`src/osu_pkg.sv`:
```
// Shared constants for oscillator selection and start-up logic
package osu_pkg;
    // Widths
    localparam int GROUP_W = 3;
    localparam int MODE_W = 5;
    localparam int TRIM_W = 6;
    localparam int ADDR_W = 4;
    localparam int DATA_W = 16;
    localparam int OST_W = 10;
    localparam int PCT_W = 9;

    // Oscillator group codes
    localparam logic [2:0] GRP_SECONDARY = 3'h0;
    localparam logic [2:0] GRP_FAST_RC = 3'h1;
    localparam logic [2:0] GRP_SLOW_RC = 3'h2;
    localparam logic [2:0] GRP_PRIMARY = 3'h3;
    localparam logic [2:0] GRP_PRIMARY_PLL = 3'h7;

    // Primary-mode codes without PLL
    localparam logic [4:0] MODE_XTL = 5'h00;
    localparam logic [4:0] MODE_HS = 5'h02;
    localparam logic [4:0] MODE_XT = 5'h04;
    localparam logic [4:0] MODE_EXT_RC_IO_MODE = 5'h08;
    localparam logic [4:0] MODE_ERC = 5'h09;
    localparam logic [4:0] MODE_EC = 5'h0B;
    localparam logic [4:0] MODE_EXT_CLOCK_IO_MODE = 5'h0C;
    // Primary-mode codes through the PLL
    localparam logic [4:0] MODE_FRC_PLL4 = 5'h05;
    localparam logic [4:0] MODE_FRC_PLL8 = 5'h06;
    localparam logic [4:0] MODE_FRC_PLL16 = 5'h07;
    localparam logic [4:0] MODE_EXT_CLOCK_IO_MODE_PLL4 = 5'h0D;
    localparam logic [4:0] MODE_EXT_CLOCK_IO_MODE_PLL8 = 5'h0E;
    localparam logic [4:0] MODE_EXT_CLOCK_IO_MODE_PLL16 = 5'h0F;
    localparam logic [4:0] MODE_HS2_PLL4 = 5'h11;
    localparam logic [4:0] MODE_HS2_PLL8 = 5'h12;
    localparam logic [4:0] MODE_HS2_PLL16 = 5'h13;
    localparam logic [4:0] MODE_HS3_PLL4 = 5'h15;
    localparam logic [4:0] MODE_HS3_PLL8 = 5'h16;
    localparam logic [4:0] MODE_HS3_PLL16 = 5'h17;

    // Device clock source reported on clk_src_o
    localparam logic [2:0] SRC_NONE = 3'h0;
    localparam logic [2:0] SRC_SECONDARY = 3'h1;
    localparam logic [2:0] SRC_FAST_RC = 3'h2;
    localparam logic [2:0] SRC_SLOW_RC = 3'h3;
    localparam logic [2:0] SRC_PRIMARY = 3'h4;
    localparam logic [2:0] SRC_PLL = 3'h5;

    // PLL gain codes
    localparam logic [1:0] MULT_NONE = 2'h0;
    localparam logic [1:0] MULT_X4 = 2'h1;
    localparam logic [1:0] MULT_X8 = 2'h2;
    localparam logic [1:0] MULT_X16 = 2'h3;

    // Second oscillator pin functions
    localparam logic [1:0] OSC_OUT_PIN_IO = 2'h0;
    localparam logic [1:0] OSC_OUT_PIN_CLKOUT = 2'h1;
    localparam logic [1:0] OSC_OUT_PIN_OSC = 2'h2;

    // Start-up count in oscillator cycles
    localparam logic [9:0] OST_LAST = 10'h3FF;
    localparam logic [9:0] OST_ZERO = 10'h000;

    // Trim step in tenths of a percent
    localparam int TRIM_STEP_TENTHS = 4;

    // Register byte addresses
    localparam logic [3:0] ADDR_CTRL = 4'h0;
    localparam logic [3:0] ADDR_TRIM = 4'h4;
    localparam logic [3:0] ADDR_STATUS = 4'h8;

    // Control register fields
    localparam int CTRL_REQ_LSB = 0;
    localparam int CTRL_KEEP_BIT = 3;
    // Status register fields
    localparam int STAT_CUR_LSB = 0;
    localparam int STAT_LOCK_BIT = 3;
    localparam int STAT_MODE_LSB = 4;
    localparam int STAT_REL_BIT = 9;

    // Reset values
    localparam logic [2:0] GROUP_RST = 3'h0;
    localparam logic [4:0] MODE_RST = 5'h00;
    localparam logic [5:0] TRIM_RST = 6'h00;
    localparam logic [15:0] DATA_ZERO = 16'h0000;
endpackage

```
`src/osu_startup.sv`:
```
// Crystal start-up counter gating the oscillator clock
`timescale 1ns/10ps
`default_nettype none
module osu_startup (
    input wire logic sys_clk_i,
    input wire logic arst_n_i,
    input wire logic restart_i,
    input wire logic tick_i,
    output logic done_o
);
    logic [osu_pkg::OST_W-1:0] count;

    // Count oscillator cycles from zero after each restart
    always_ff @(posedge sys_clk_i or negedge arst_n_i) begin
        if (!arst_n_i) begin
            count <= osu_pkg::OST_ZERO;
            done_o <= 1'b0;
        end else if (restart_i) begin
            count <= osu_pkg::OST_ZERO;
            done_o <= 1'b0;
        end else if (tick_i && !done_o) begin
            count <= count + 10'h001;
            done_o <= (count == osu_pkg::OST_LAST);
        end
    end
endmodule
`default_nettype wire

```
`src/osu_sync.sv`:
```
// Three-flop input synchroniser with agreement filter
`timescale 1ns/10ps
`default_nettype none
module osu_sync (
    input wire logic sys_clk_i,
    input wire logic arst_n_i,
    input wire logic async_i,
    output logic sync_o
);
    logic stage1;
    logic stage2;
    logic stage3;

    // Chain of three flops; only stage2 reads stage1
    always_ff @(posedge sys_clk_i or negedge arst_n_i) begin
        if (!arst_n_i) begin
            stage1 <= 1'b0;
            stage2 <= 1'b0;
            stage3 <= 1'b0;
        end else begin
            stage1 <= async_i;
            stage2 <= stage1;
            stage3 <= stage2;
        end
    end

    // Accept a new level once the second and third stages agree
    always_ff @(posedge sys_clk_i or negedge arst_n_i) begin
        if (!arst_n_i) begin
            sync_o <= 1'b0;
        end else if (stage2 == stage3) begin
            sync_o <= stage2;
        end
    end
endmodule
`default_nettype wire

```
`src/osu_top.sv`:
```
// Oscillator source selection, start-up gating, PLL lock and fast RC trim
// What this block does
// - At reset release choose clock source from group field and primary-mode field.
// - Group codes pick secondary, fast RC, slow RC, primary, primary through PLL.
// - Second oscillator pin function follows primary mode: I/O, clock out or oscillator.
// - First oscillator pin is never general I/O.
// - Start-up counter is ten bits and counts 1024 oscillator cycles.
// - Start-up count applies to crystal modes at reset and each wake-up.
// - Secondary oscillator runs, even in sleep, while keep-on bit is one.
// - Secondary drives the device clock only with group 000 and keep-on set.
// - Returning from secondary to main oscillator reapplies the start-up delay.
// - PLL gain is four, eight or sixteen, chosen by the mode encoding.
// - Lock indication rises when the PLL locks.
// - Lock indication falls on loss of lock; software reads it as status.
// - Group status 001 runs the device from the fast internal RC.
// - Group 111 with modes 00101, 00110, 00111 gives fast RC times 4, 8, 16.
// - Software writes a six-bit fast RC trim field.
// - Trim is two's complement in 0.4 percent steps around calibration.
// - At reset both current and requested group load from the group field.
`timescale 1ns/10ps
`default_nettype none
module osu_top (
    input wire logic sys_clk_i,
    input wire logic arst_n_i,
    input wire logic [osu_pkg::GROUP_W-1:0] osc_group_cfg_i,
    input wire logic [osu_pkg::MODE_W-1:0] primary_mode_cfg_i,
    input wire logic osc_tick_i,
    input wire logic pll_lock_raw_i,
    input wire logic wake_i,
    input wire logic [osu_pkg::ADDR_W-1:0] addr_i,
    input wire logic [osu_pkg::DATA_W-1:0] wdata_i,
    input wire logic wr_i,
    input wire logic rd_i,
    output logic [osu_pkg::DATA_W-1:0] rdata_o,
    output logic [2:0] clk_src_o,
    output logic [1:0] pll_mult_o,
    output logic [1:0] osc_out_pin_func_o,
    output logic osc_in_pin_is_osc_o,
    output logic secondary_osc_en_o,
    output logic osc_clk_release_o,
    output logic lock_o,
    output logic [osu_pkg::TRIM_W-1:0] trim_step_o,
    output logic [osu_pkg::PCT_W-1:0] trim_tenth_pct_o
);
    typedef enum logic [2:0] {
        ST_LOAD = 3'b001,
        ST_WAIT = 3'b010,
        ST_RUN = 3'b100
    } osu_state_e;

    osu_state_e state;
    osu_state_e next_state;
    logic [2:0] current_group_status;
    logic [2:0] requested_group;
    logic [4:0] primary_mode;
    logic secondary_osc_keep_on;
    logic [5:0] fast_rc_trim;
    logic tick_stable;
    logic tick_prev;
    logic tick_pulse;
    logic lock_stable;
    logic ost_done;
    logic restart;
    logic return_from_secondary;
    logic ctrl_wr;
    logic needs_ost;
    logic [2:0] next_src;
    logic [1:0] next_mult;
    logic [1:0] next_osc_out_pin;
    logic mode_crystal;
    localparam int PCT_W = osu_pkg::PCT_W;

    ////////////////////////////////////////////////////////////////////////
    // Input synchronisers and start-up counter
    osu_sync u_tick_sync (
        .sys_clk_i(sys_clk_i),
        .arst_n_i(arst_n_i),
        .async_i(osc_tick_i),
        .sync_o(tick_stable)
    );

    osu_sync u_lock_sync (
        .sys_clk_i(sys_clk_i),
        .arst_n_i(arst_n_i),
        .async_i(pll_lock_raw_i),
        .sync_o(lock_stable)
    );

    // Rising edge of the filtered oscillator level is one cycle
    always_ff @(posedge sys_clk_i or negedge arst_n_i) begin
        if (!arst_n_i) begin
            tick_prev <= 1'b0;
        end else begin
            tick_prev <= tick_stable;
        end
    end
    assign tick_pulse = tick_stable && !tick_prev;

    // Restart on load, wake-up and return from the secondary group
    assign ctrl_wr = wr_i && (addr_i == osu_pkg::ADDR_CTRL);
    assign return_from_secondary = ctrl_wr && (requested_group == osu_pkg::GRP_SECONDARY)
        && (wdata_i[osu_pkg::CTRL_REQ_LSB +: osu_pkg::GROUP_W] != osu_pkg::GRP_SECONDARY);
    assign restart = (state == ST_LOAD) || wake_i || return_from_secondary;

    osu_startup u_startup (
        .sys_clk_i(sys_clk_i),
        .arst_n_i(arst_n_i),
        .restart_i(restart),
        .tick_i(tick_pulse),
        .done_o(ost_done)
    );

    ////////////////////////////////////////////////////////////////////////
    // Mode decode: crystal flag, PLL gain, second pin function
    always_comb begin
        mode_crystal = 1'b0;
        next_mult = osu_pkg::MULT_NONE;
        next_osc_out_pin = osu_pkg::OSC_OUT_PIN_OSC;
        case (primary_mode)
            osu_pkg::MODE_XTL, osu_pkg::MODE_XT, osu_pkg::MODE_HS: begin
                mode_crystal = 1'b1;
            end
            osu_pkg::MODE_EC, osu_pkg::MODE_ERC: begin
                next_osc_out_pin = osu_pkg::OSC_OUT_PIN_CLKOUT;
            end
            osu_pkg::MODE_EXT_CLOCK_IO_MODE, osu_pkg::MODE_EXT_RC_IO_MODE: begin
                next_osc_out_pin = osu_pkg::OSC_OUT_PIN_IO;
            end
            osu_pkg::MODE_FRC_PLL4, osu_pkg::MODE_EXT_CLOCK_IO_MODE_PLL4: begin
                next_osc_out_pin = osu_pkg::OSC_OUT_PIN_IO;
                next_mult = osu_pkg::MULT_X4;
            end
            osu_pkg::MODE_FRC_PLL8, osu_pkg::MODE_EXT_CLOCK_IO_MODE_PLL8: begin
                next_osc_out_pin = osu_pkg::OSC_OUT_PIN_IO;
                next_mult = osu_pkg::MULT_X8;
            end
            osu_pkg::MODE_FRC_PLL16, osu_pkg::MODE_EXT_CLOCK_IO_MODE_PLL16: begin
                next_osc_out_pin = osu_pkg::OSC_OUT_PIN_IO;
                next_mult = osu_pkg::MULT_X16;
            end
            osu_pkg::MODE_HS2_PLL4, osu_pkg::MODE_HS3_PLL4: begin
                mode_crystal = 1'b1;
                next_mult = osu_pkg::MULT_X4;
            end
            osu_pkg::MODE_HS2_PLL8, osu_pkg::MODE_HS3_PLL8: begin
                mode_crystal = 1'b1;
                next_mult = osu_pkg::MULT_X8;
            end
            osu_pkg::MODE_HS2_PLL16, osu_pkg::MODE_HS3_PLL16: begin
                mode_crystal = 1'b1;
                next_mult = osu_pkg::MULT_X16;
            end
            default: begin
                next_osc_out_pin = osu_pkg::OSC_OUT_PIN_OSC;
            end
        endcase
    end

    // Group decides the source; mode field ignored outside primary groups
    always_comb begin
        next_src = osu_pkg::SRC_NONE;
        needs_ost = 1'b0;
        if (current_group_status == osu_pkg::GRP_SECONDARY) begin
            next_src = secondary_osc_keep_on ? osu_pkg::SRC_SECONDARY : osu_pkg::SRC_NONE;
            needs_ost = 1'b1;
        end else if (current_group_status == osu_pkg::GRP_FAST_RC) begin
            next_src = osu_pkg::SRC_FAST_RC;
        end else if (current_group_status == osu_pkg::GRP_SLOW_RC) begin
            next_src = osu_pkg::SRC_SLOW_RC;
        end else if (current_group_status == osu_pkg::GRP_PRIMARY) begin
            next_src = osu_pkg::SRC_PRIMARY;
            needs_ost = mode_crystal && (next_mult == osu_pkg::MULT_NONE);
        end else if (current_group_status == osu_pkg::GRP_PRIMARY_PLL) begin
            next_src = (next_mult == osu_pkg::MULT_NONE) ? osu_pkg::SRC_NONE : osu_pkg::SRC_PLL;
            needs_ost = mode_crystal;
        end
    end

    ////////////////////////////////////////////////////////////////////////
    // Sequencer: load configuration, wait start-up, run
    always_comb begin
        next_state = state;
        case (state)
            ST_LOAD: begin
                next_state = ST_WAIT;
            end
            ST_WAIT: begin
                if (!needs_ost || ost_done) begin
                    next_state = ST_RUN;
                end
            end
            ST_RUN: begin
                if (restart && needs_ost) begin
                    next_state = ST_WAIT;
                end
            end
            default: begin
                next_state = ST_LOAD;
            end
        endcase
    end

    // State register
    always_ff @(posedge sys_clk_i or negedge arst_n_i) begin
        if (!arst_n_i) begin
            state <= ST_LOAD;
        end else begin
            state <= next_state;
        end
    end

    // Configuration captured on the first edge after reset release
    always_ff @(posedge sys_clk_i or negedge arst_n_i) begin
        if (!arst_n_i) begin
            current_group_status <= osu_pkg::GROUP_RST;
            primary_mode <= osu_pkg::MODE_RST;
        end else if (state == ST_LOAD) begin
            current_group_status <= osc_group_cfg_i;
            primary_mode <= primary_mode_cfg_i;
        end
    end

    ////////////////////////////////////////////////////////////////////////
    // Software registers
    always_ff @(posedge sys_clk_i or negedge arst_n_i) begin
        if (!arst_n_i) begin
            requested_group <= osu_pkg::GROUP_RST;
            secondary_osc_keep_on <= 1'b0;
        end else if (state == ST_LOAD) begin
            requested_group <= osc_group_cfg_i;
        end else if (ctrl_wr) begin
            requested_group <= wdata_i[osu_pkg::CTRL_REQ_LSB +: osu_pkg::GROUP_W];
            secondary_osc_keep_on <= wdata_i[osu_pkg::CTRL_KEEP_BIT];
        end
    end

    // Fast RC trim field
    always_ff @(posedge sys_clk_i or negedge arst_n_i) begin
        if (!arst_n_i) begin
            fast_rc_trim <= osu_pkg::TRIM_RST;
        end else if (wr_i && (addr_i == osu_pkg::ADDR_TRIM)) begin
            fast_rc_trim <= wdata_i[osu_pkg::TRIM_W-1:0];
        end
    end

    // Read data one cycle after the strobe, zero elsewhere
    always_ff @(posedge sys_clk_i or negedge arst_n_i) begin
        if (!arst_n_i) begin
            rdata_o <= osu_pkg::DATA_ZERO;
        end else begin
            rdata_o <= osu_pkg::DATA_ZERO;
            if (rd_i && (addr_i == osu_pkg::ADDR_CTRL)) begin
                rdata_o[osu_pkg::CTRL_REQ_LSB +: osu_pkg::GROUP_W] <= requested_group;
                rdata_o[osu_pkg::CTRL_KEEP_BIT] <= secondary_osc_keep_on;
            end else if (rd_i && (addr_i == osu_pkg::ADDR_TRIM)) begin
                rdata_o[osu_pkg::TRIM_W-1:0] <= fast_rc_trim;
            end else if (rd_i && (addr_i == osu_pkg::ADDR_STATUS)) begin
                rdata_o[osu_pkg::STAT_CUR_LSB +: osu_pkg::GROUP_W] <= current_group_status;
                rdata_o[osu_pkg::STAT_LOCK_BIT] <= lock_o;
                rdata_o[osu_pkg::STAT_MODE_LSB +: osu_pkg::MODE_W] <= primary_mode;
                rdata_o[osu_pkg::STAT_REL_BIT] <= osc_clk_release_o;
            end
        end
    end

    ////////////////////////////////////////////////////////////////////////
    // Registered outputs
    always_ff @(posedge sys_clk_i or negedge arst_n_i) begin
        if (!arst_n_i) begin
            clk_src_o <= osu_pkg::SRC_NONE;
            pll_mult_o <= osu_pkg::MULT_NONE;
            osc_out_pin_func_o <= osu_pkg::OSC_OUT_PIN_OSC;
            osc_in_pin_is_osc_o <= 1'b1;
            secondary_osc_en_o <= 1'b0;
            osc_clk_release_o <= 1'b0;
            lock_o <= 1'b0;
            trim_step_o <= osu_pkg::TRIM_RST;
            trim_tenth_pct_o <= {osu_pkg::PCT_W{1'b0}};
        end else begin
            clk_src_o <= next_src;
            pll_mult_o <= (current_group_status == osu_pkg::GRP_PRIMARY_PLL) ? next_mult : osu_pkg::MULT_NONE;
            osc_out_pin_func_o <= next_osc_out_pin;
            osc_in_pin_is_osc_o <= 1'b1;
            secondary_osc_en_o <= secondary_osc_keep_on;
            osc_clk_release_o <= (next_state == ST_RUN);
            lock_o <= lock_stable && (current_group_status == osu_pkg::GRP_PRIMARY_PLL);
            trim_step_o <= fast_rc_trim;
            trim_tenth_pct_o <= PCT_W'($signed(fast_rc_trim) * osu_pkg::TRIM_STEP_TENTHS);
        end
    end
endmodule
`default_nettype wire

```
`config.mk`:
```
export PLATFORM = sky130hd
export DESIGN_NAME = osu_top
export DESIGN_NICKNAME = d
export VERILOG_FILES = /design/src/osu_pkg.sv /design/src/osu_startup.sv /design/src/osu_sync.sv /design/src/osu_top.sv
export SDC_FILE = /design/constraint.sdc
export NUM_CORES = 1
export LEC_CHECK = 0
export BUFFER_PORTS_ARGS = -buffer_cell sky130_fd_sc_hd__buf_4
export CAP_MARGIN = 20
export CORE_MARGIN = 8
export CORE_UTILIZATION = 40
export DETAILED_ROUTE_END_ITERATION = 10
export SLEW_MARGIN = 20
export SYNTH_ARGS = -nofsm -noshare
export SYNTH_HDL_FRONTEND = slang
export SYNTH_HIERARCHICAL = 1
export SYNTH_SLANG_ARGS = --single-unit
export TNS_END_PERCENT = 20
```
`constraint.sdc`:
```
create_clock -name sys_clk_i -period 5.15 [get_ports sys_clk_i]
set_input_delay 1.2875 -clock sys_clk_i [delete_from_list [all_inputs] [get_ports sys_clk_i]]
set_output_delay 1.2875 -clock sys_clk_i [all_outputs]
set_load 0.05 [all_outputs]
```
=== After elaboration in Yosys (flattened, before gate mapping) ===
Cells that the tools add are included.

* Bits in latches: 0
* Memory bits (writable): 0
* Flip-flop bits (word level): 73
* Memory bits (read-only): 0
* Memories kept: 0
* Bits of input ports: 35
* Output and inout bits: 42

* Multiplexer cells: 30
* $mul: 0
* Reductions and logical operators: 33
* $lt $le $gt $ge: 0
* Shift-type cells: 0
* Divide/modulo/power cells: 0
* Bitwise gates (word level): 1
* Eq/ne operators: 31
* $add $sub $neg: 1

{| class="wikitable"
|+ Operators with widths
! cell !! number
|-
| equality test 5 x 4 -> 1 bit, second input constant || 7
|-
| equality test 5 bit, second input constant || 6
|-
| 2-to-1 mux 10 bit || 3
|-
| 2-to-1 mux 3 bit || 10
|-
| equality test 5 x 3 -> 1 bit, second input constant || 4
|-
| logical AND 1 bit || 12
|-
| 2-to-1 mux 6 bit || 2
|-
| OR reduction 4 bit || 3
|-
| adder 10 x 1 -> 10 bit, second input constant || 1
|-
| equality test 10 bit, second input constant || 1
|-
| equality test 3 x 2 -> 1 bit, second input constant || 3
|-
| equality test 3 bit, second input constant || 3
|-
| 2-to-1 mux 1 bit || 9
|-
| one-hot mux 3 bit (3 select lines) || 1
|-
| OR reduction 9 bit || 1
|-
| 2-to-1 mux 4 bit || 2
|-
| OR reduction 8 bit || 1
|-
| equality test 3 x 1 -> 1 bit, second input constant || 2
|-
| logical NOT 3 bit || 2
|-
| one-hot mux 2 bit (3 select lines) || 1
|-
| equality test 5 x 2 -> 1 bit, second input constant || 1
|-
| logical NOT 5 bit || 1
|-
| equality test 4 x 3 -> 1 bit, second input constant || 1
|-
| equality test 4 bit, second input constant || 1
|-
| 12 further kinds || 18
|}

=== Depth between registers and ports, before layout ===
Gate-level depths: netlist of the first run.

* Depth after elaboration: 14
* Depth in mapped cells: 5

=== Hierarchy ===
Netlist of the first run, hierarchy kept.

{| class="wikitable"
|+ Modules (own cells, without submodules)
! module !! area each (µm²) !! instances !! cells each
|-
| osu_top || 2014.4 || 1 || 169
|-
| osu_startup || 513.0 || 1 || 48
|-
| osu_sync || 111.4 || 2 || 5
|}

=== Worst setup path after synthesis of the first run ===
Ideal clock, no wire load.

* Kind: input to register
* Start: input port addr_i[1] (netlist bit)
* End: register u_startup/count[0] (netlist bit)
* Stages: 5
* Path buffers: 1
* Path slack: 2.679 ns
* Arrival: 2.339 ns
* Cells stage by stage: nor3_2 > nand3b_1 > o21ai_1 > clkbuf_1 > nor2_1

* Longest elaborated chain between the ends: 6
* Elaborated cells between the ends (all ways): 7
* Classes of those cells: mux: 1; reduce/logical: 6

{| class="wikitable"
|+ Ends and longest elaborated chain
! item !! RTL line !! RTL
|-
| from (decl) || osu_top.sv:30 || <nowiki>input wire logic [osu_pkg::ADDR_W-1:0] addr_i,</nowiki>
|-
| logical NOT 4 bit (*) || osu_top.sv:100 || <nowiki>assign ctrl_wr = wr_i && (addr_i == osu_pkg::ADDR_CTRL);</nowiki>
|-
| logical AND 1 bit (*) || osu_top.sv:100 ||
|-
| logical AND 1 bit (*) || osu_top.sv:101 || <nowiki>assign return_from_secondary = ctrl_wr && (requested_group == osu_pkg::GRP_SECONDARY)</nowiki>
|-
| logical AND 1 bit (*) || osu_top.sv:102 || <nowiki>&& (wdata_i[osu_pkg::CTRL_REQ_LSB +: osu_pkg::GROUP_W] != osu_pkg::GRP_SECONDARY);</nowiki>
|-
| logical OR 1 bit (*) || osu_top.sv:103 || <nowiki>assign restart = (state == ST_LOAD) || wake_i || return_from_secondary;</nowiki>
|-
| net restart || osu_top.sv:63 || <nowiki>logic restart;</nowiki>
|-
| 2-to-1 mux 10 bit / nonzero test 2 bit (equally long branches) || n/a ||
|-
| to (signal assigned) || osu_startup.sv:16 || <nowiki>count <= osu_pkg::OST_ZERO;</nowiki>
|-
| to (signal assigned) || osu_startup.sv:19 || <nowiki>count <= osu_pkg::OST_ZERO;</nowiki>
|-
| to (signal assigned) || osu_startup.sv:22 || <nowiki>count <= count + 10'h001;</nowiki>
|-
| to (decl) || osu_startup.sv:11 || <nowiki>logic [osu_pkg::OST_W-1:0] count;</nowiki>
|}

The timed path passes the listed nets; every way through them passes the cells marked *.
A chain may end at the register's enable or synchronous reset.

=== Worst setup path after layout of the first run ===
* Start: input port addr_i[1] (netlist bit)
* End: register state[2]

* Longest elaborated chain between the ends: 8

{| class="wikitable"
|+ Ends and longest elaborated chain
! item !! RTL line !! RTL
|-
| logical NOT 4 bit || osu_top.sv:100 ||
|-
| logical AND 1 bit || osu_top.sv:100 ||
|-
| logical AND 1 bit || osu_top.sv:101 ||
|-
| logical AND 1 bit || osu_top.sv:102 ||
|-
| logical OR 1 bit || osu_top.sv:103 ||
|-
| net restart || osu_top.sv:63 ||
|-
| logical AND 1 bit || osu_top.sv:193 || <nowiki>if (restart && needs_ost) begin</nowiki>
|-
| 2-to-1 mux 3 bit || osu_top.sv:193 ||
|-
| one-hot mux 3 bit (3 select lines) || osu_top.sv:183 || <nowiki>case (state)</nowiki>
|-
| net next_state[2] || osu_top.sv:52 || <nowiki>osu_state_e next_state;</nowiki>
|-
| to (signal assigned) || osu_top.sv:208 || <nowiki>state <= next_state;</nowiki>
|-
| to (decl) || osu_top.sv:51 || <nowiki>osu_state_e state;</nowiki>
|}

The timed path passes the listed nets, and every way through them passes these cells.

==> results.toml, run 1 <==
[outcome]
outcome = "complete, no violations"

[finish]
most-common-layout-cells = "dfrtp_1, buf_4, nor2_1, nand2_1"
nFillCells = 622
drive_gt1_frac = 0.3149
seq_area_um2 = 1679
final_nets = 320
mostFrequentLayoutCell = "dfrtp_1"
multiInputGateArea_um2 = 928.4
area_growth_pct = 22.70
antenna_cells = 0
final_cell_area_um2 = 3374
stdcell_count = 369

[die]
die_y_um = 98.92
num_rows = 30
initial_utilization = 0.4093
dieArea_um2 = 9784
die_w_um = 98.92
core_um2 = 6719
num_io_pins = 77

[sta]
setup-tns-final_ns = 0
rsz0062_at_grt = "false"
max_freq_ghz = 0.3333
fin_crit_sh = 0.5826
worst_slew_pin_slew_ns = 1.045
maxSlewHeadroom = 0.2982
final_hold_viol_count = 0
finalCriticalPeriod_ns = 3.001
drv_slew = 0
skew_ns = 0.007587
finalSetupViolCount = 0

[job]
maxCapViolations = 0

[setup_path]
critical-path-max-stage-delay_ns = 0.84
critical_path.top_delay_family = "compound AO/OA/AOI/OAI gates"
reg2reg_from = "requested_group[0]$_DFFE_PN0P_"
path_class = "in -> reg"
crit_path_top_delay_cell = "o21ai_1"
required_ns = 5.37
path_max_fanout = 13
cp.arrival_ns = 3.22
startpoint = "addr_i[1]"
path_buf_inv = 1
cp-start-kind = "input port"
cp-end-kind = "flop"
crit_chain = "buf_4 > nor3_2 > nand3b_1 > o21ai_1 > a21oi_1 > o21ba_1"

[routing]
wl_per_cell_um = 15.04
via_count = 1788
routed_via_density = 4.846
wl_um = 5549
drc = 0
ant_nets = 0
first_pass_iters = 4
drt_first_iter_violations = 101

[pwr]
powerDensity_nw_per_um2 = 531.0
irDropWorstVdd_v = 0.0002598
p_leak_nw = 1.667

[placement]
dp_hpwl_um = 4052
routabilityCongestion = 0.7557
placed_area_um2 = 3181
io_buffer_count = 57
place_inst = 353

[global_route]
grt_pass1_vias = 1868
grt.overflow.total = 0
antenna_found_initial = 0
grtUsageTotal = 0.1216
grt_max_degree = 68
grt_pass1_wl_um = 9280

[yosys]
yosys_warnings = 6
synth-edff-count = 0
postSynthCellCount = 227
synth_area_um2 = 2750
async_flop_share = 1.000
yosysUniqueCellTypes = 51
yosys_most_used_dff = "dfrtp_1"
yosysSeqAreaShare = 0.6106
synth_area_per_cell_um2 = 12.12
synth_seq_cells = 67

[worst_hold_path]
hold_path.startpoint = "u_tick_sync/stage1$_DFF_PN0_"
holdCritPathClass = "reg -> reg"

[cts]
insertion_delay_ns = 0.33
clock-sinks = 67
post_cts_resized = 0
path_clk_slew_ns = 0.06
htree_levels = 3
postCtsSetupBuffers = 0
cts_tree = "built"
cts.path.max_buffers = 2
root_buffer = "clkbuf_8"
ctsHoldBuffers = 0
cts_buffers = 9
-- power breakdown --
part           switching [mW]  total [mW]  internal (mW)  leakage (nW)
sequential              0.117       0.765          0.648         0.858
combinational           0.394       0.606          0.212         0.710
clock                   0.187       0.421          0.234        0.0991
total                   0.697        1.79           1.09          1.67
-- final timing paths --
check,slack [ns],cells after the start,end
max in group asynchronous,3.57,1,u_tick_sync/sync_o$_DFFE_PN0N_
worst max-delay path,2.15,6,state[2]$_DFF_PN0_
worst min-delay path,0.35,0,u_tick_sync/stage2$_DFF_PN0_
worst max register to register,2.91,4,state[2]$_DFF_PN0_
worst min register to register,0.35,0,u_tick_sync/stage2$_DFF_PN0_
min in group asynchronous,1.04,1,trim_step_o[0]$_DFF_PN0_
-- stage by stage --
step                hold WS [ns]    util  power, mW  worst slack, ns
floorplan                 0.3312       -      1.208            2.679
global placement          0.3344  0.4734      1.372            1.817
detailed placement        0.3449  0.4734      1.383            1.807
CTS                       0.3563  0.5022      1.813            2.142
global route              0.3623  0.5022      1.899            1.981
finish                    0.3522  0.5022      1.792            2.149
-- cells by family (layout without fill, tap and decap cells) --
family,after synthesis,after routing,share of synthesized area
and+or+nand+nor,67,67,0.1333
buffers and inverters,29,84,0.06142
AOI/OAI and AO/OA,35,35,0.09191
muxes,14,14,0.05550
DFF,67,67,0.6106
xor gates and xnor gates,10,10,0.03185
other,2,9,0.002731
adders and majority gates,3,3,0.01274
-- area by class of cell --
class	count	area share
Multi-Input combinational cell	138	0.2751
Timing Repair Buffer	58	0.1290
Clock inverter	5	0.01557
Inverter	10	0.01112
Sequential cell	67	0.4976
Clock buffer	11	0.04190
Tap cell	80	0.02966
-- synthesized netlist by cell type, types with 3 or more instances --
cell type,count,share of area
dfrtp_1,65,0.59
a222oi_1,3,0.011
and2_1,4,0.0091
nor2_1,18,0.025
mux2_1,4,0.016
nand2_1,12,0.016
a21oi_1,7,0.013
buf_4,16,0.044
inv_1,10,0.014
clkbuf_1,3,0.0041
nand3_1,5,0.0091
nor3_1,3,0.0055
mux2i_1,4,0.015
xnor2_1,4,0.013
mux2_2,6,0.025
o21ai_0,10,0.018
nand2b_1,4,0.0091
xor2_1,6,0.019
-- registers in the layout, summed over array words and instances (netlist names), 2 cells and up --
name	count
primary_mode	5
clk_src_o	3
current_group_status	3
u_startup/count	10
fast_rc_trim	6
rdata_o	10
state	3
pll_mult_o	2
osc_out_pin_func_o	2
trim_step_o	6
requested_group	3
-- layer usage --
layer,global-route usage,part of all wire,up-vias
met1,0.1510,0.45,851
li1,-,-,883
met2,0.1814,0.46,49
met3,0.04087,0.072,5
met4,0.06730,0.015,0
met5,0,0,-
-- worst register-to-register path, cell delays in order, from the launching register on --
cell	delay (ns)
dfrtp_1	0.39
or4_1	0.54
o21ai_1	0.76
a21oi_1	0.21
o21ba_1	0.24
Power figures use the tool's default switching activity.
==> run 2: changes to the inputs <==
clock period = 2.85 ns   (was 5.15 ns; I/O delays follow)
==> run 2 against run 1 <==
Sequential power rose by 80%. Register-to-register slack got worse by 1.8 ns. Core utilization rose by 1.4 points. Count of clock-buffer cells in the layout fell by 1. Final cell count rose by 0.54%. Sequential share of layout area fell by 1.4 points. Critical endpoint unchanged.
==> results.toml, run 2 (synthesis results as in run 1) <==
[cts]
postCtsSetupBuffers = 0
ctsHoldBuffers = 0
insertion_delay_ns = 0.34
cts_buffers = 9
cts_tree = "built"
cts.path.max_buffers = 2
htree_levels = 3
root_buffer = "clkbuf_8"
post_cts_resized = 0
path_clk_slew_ns = 0.08
clock-sinks = 67

[setup_path]
path_class = "in -> reg"
cp.arrival_ns = 2.13
cp-end-kind = "flop"
reg2reg_depth = 5
cp-start-kind = "input port"
crit_path_top_delay_cell = "nand3b_1"
required_ns = 3.07
path_max_fanout = 13
crit_chain = "buf_4 > nor3_2 > nand3b_1 > o21ai_1 > buf_4 > a21oi_1 > o21ba_1"
worst_r2r_endpoint = "state[2]$_DFF_PN0_"
reg2reg_slack_ns = 1.12
critical-path-max-stage-delay_ns = 0.28
worst_path_most_repeated_cell = "buf_4"
reg2reg_from = "requested_group[0]$_DFFE_PN0P_"

[routing]
drc = 0
wl_um = 5664
wl_per_cell_um = 15.27
routed_via_density = 4.938
ant_nets = 0
drt_first_iter_violations = 43
via_count = 1832
first_pass_iters = 5

[die]
initial_utilization = 0.4093
num_io_pins = 77
num_rows = 30
core_um2 = 6719
die_y_um = 98.92
die_w_um = 98.92
dieArea_um2 = 9784

[global_route]
grt_pass1_vias = 1927
grt_max_degree = 68
use_met3 = 0.03805
grtUsageTotal = 0.1233
antenna_found_initial = 0
grt_util_met2 = 0.1881
met1_usage = 0.1547
grt_most_used_layer = "met2"
grt_pass1_wl_um = 9584
grt.overflow.total = 0

[worst_hold_path]
hold_path.startpoint = "u_lock_sync/stage1$_DFF_PN0_"
min_delay_path_depth = 0
min_to = "u_lock_sync/stage2$_DFF_PN0_"
holdCritPathClass = "reg -> reg"

[finish]
top_regs = "rdata_o: 10 flops, u_startup/count: 10 flops"
nFillCells = 608
mostFrequentLayoutCell = "dfrtp_1"
most-common-layout-cells = "dfrtp_1, buf_4, nor2_1, nand2_1"
seq_area_um2 = 1679
antenna_cells = 0
area_growth_pct = 26.16
multiInputGateArea_um2 = 928.4
final_nets = 322
drive_gt1_frac = 0.3230

[pwr]
p_leak_nw = 1.710
p_sw_frac = 0.3611
p_switching_mw = 1.275
clock_power_share = 0.297
irDropWorstVdd_v = 0.0005186
powerDensity_nw_per_um2 = 1018
p_comb_frac = 0.311
pwr-share-seq = 0.392
p_int_mw = 2.256

[sta]
maxSlewHeadroom = 0.4524
worst_slew_pin_slew_ns = 0.8214
rsz0062_at_grt = "false"
max_freq_ghz = 0.5239
skew_ns = 0.01040
finalCriticalPeriod_ns = 1.909
fin_crit_sh = 0.6697
drv_slew = 0
finalSetupViolCount = 0
final_hold_viol_count = 0
setup-tns-final_ns = 0
setup_slack_ns = 0.9413

[placement]
io_buffer_count = 57
post-place-ws_ns = 0.5903
dp_hpwl_um = 4037
routabilityCongestion = 0.7315

[outcome]
outcome = "complete, no violations"

[job]
maxCapViolations = 0
==> run 2: cell types whose count changed in the layout (fill, tap and decap cells not counted), sizes merged <==
| cell | delta |
|---|---|
| buf | +2 |
| bufinv | +3 |
| clkbuf | -1 |
| clkinv | -2 |
==> run 2: critical path: cells and delay by family <==
| kind | cells | cell delay, ns |
|---|---|---|
| AO/OA/AOI/OAI | 3 | 0.52 |
| AND/OR/NAND/NOR | 2 | 0.54 |
| buffers and inverters | 2 | 0.34 |
==> run 2: final cells by class <==
class / instances / area share
Clock inverter: 6 / 0.03931
Sequential cell: 67 / 0.4840
Multi-Input combinational cell: 138 / 0.2676
Clock buffer: 10 / 0.03967
Tap cell: 80 / 0.02885
Inverter: 10 / 0.01082
Timing Repair Buffer: 60 / 0.1298
==> run 2: worst max-delay path by stage <==
stage,startpoint,endpoint,slack [ns],depth (start not counted)
2_1_floorplan,addr_i[1],u_startup/count[0]$_DFFE_PN0P_,0.95,5
3_3_place_gp,addr_i[1],osc_clk_release_o$_DFF_PN0_,0.64,7
3_5_place_dp,addr_i[1],state[2]$_DFF_PN0_,0.59,7
4_1_cts,addr_i[1],state[2]$_DFF_PN0_,0.96,7
5_1_grt,addr_i[1],osc_clk_release_o$_DFF_PN0_,0.86,7
6_report,addr_i[1],state[2]$_DFF_PN0_,0.94,7
==> run 2: power by group through the flow <==
stage          logic, mW  registers, mW  clock network [mW]
5_1_grt             1.19           1.43                1.12
6_report            1.10           1.38                1.05
3_5_place_dp        1.11           1.40                   0
4_1_cts             1.11           1.39                1.07
3_3_place_gp        1.09           1.39                   0
2_1_floorplan      0.599           1.58                   0
==> run 2: metrics by stage <==
| step | area [um^2] | util | hold WS, ns | std cells | power [mW] |
|---|---|---|---|---|---|
| finish | 3470 | 0.5164 | 0.3503 | 371 | 3.531 |
| global placement | 3196 | 0.4756 | 0.3341 | 355 | 2.487 |
| global route | 3470 | 0.5164 | 0.3731 | 371 | 3.738 |
| CTS | 3470 | 0.5164 | 0.3539 | 371 | 3.568 |
| floorplan | 2776 | - | 0.3312 | 234 | 2.183 |
| detailed placement | 3196 | 0.4756 | 0.3356 | 355 | 2.509 |
==> run 2: metal layers <==
layer  part of all wire  vias to the layer above
met5                  0                        -
met4              0.019                        0
met3              0.054                        9
met2               0.46                       49
met1               0.47                      889
li1                   -                      885
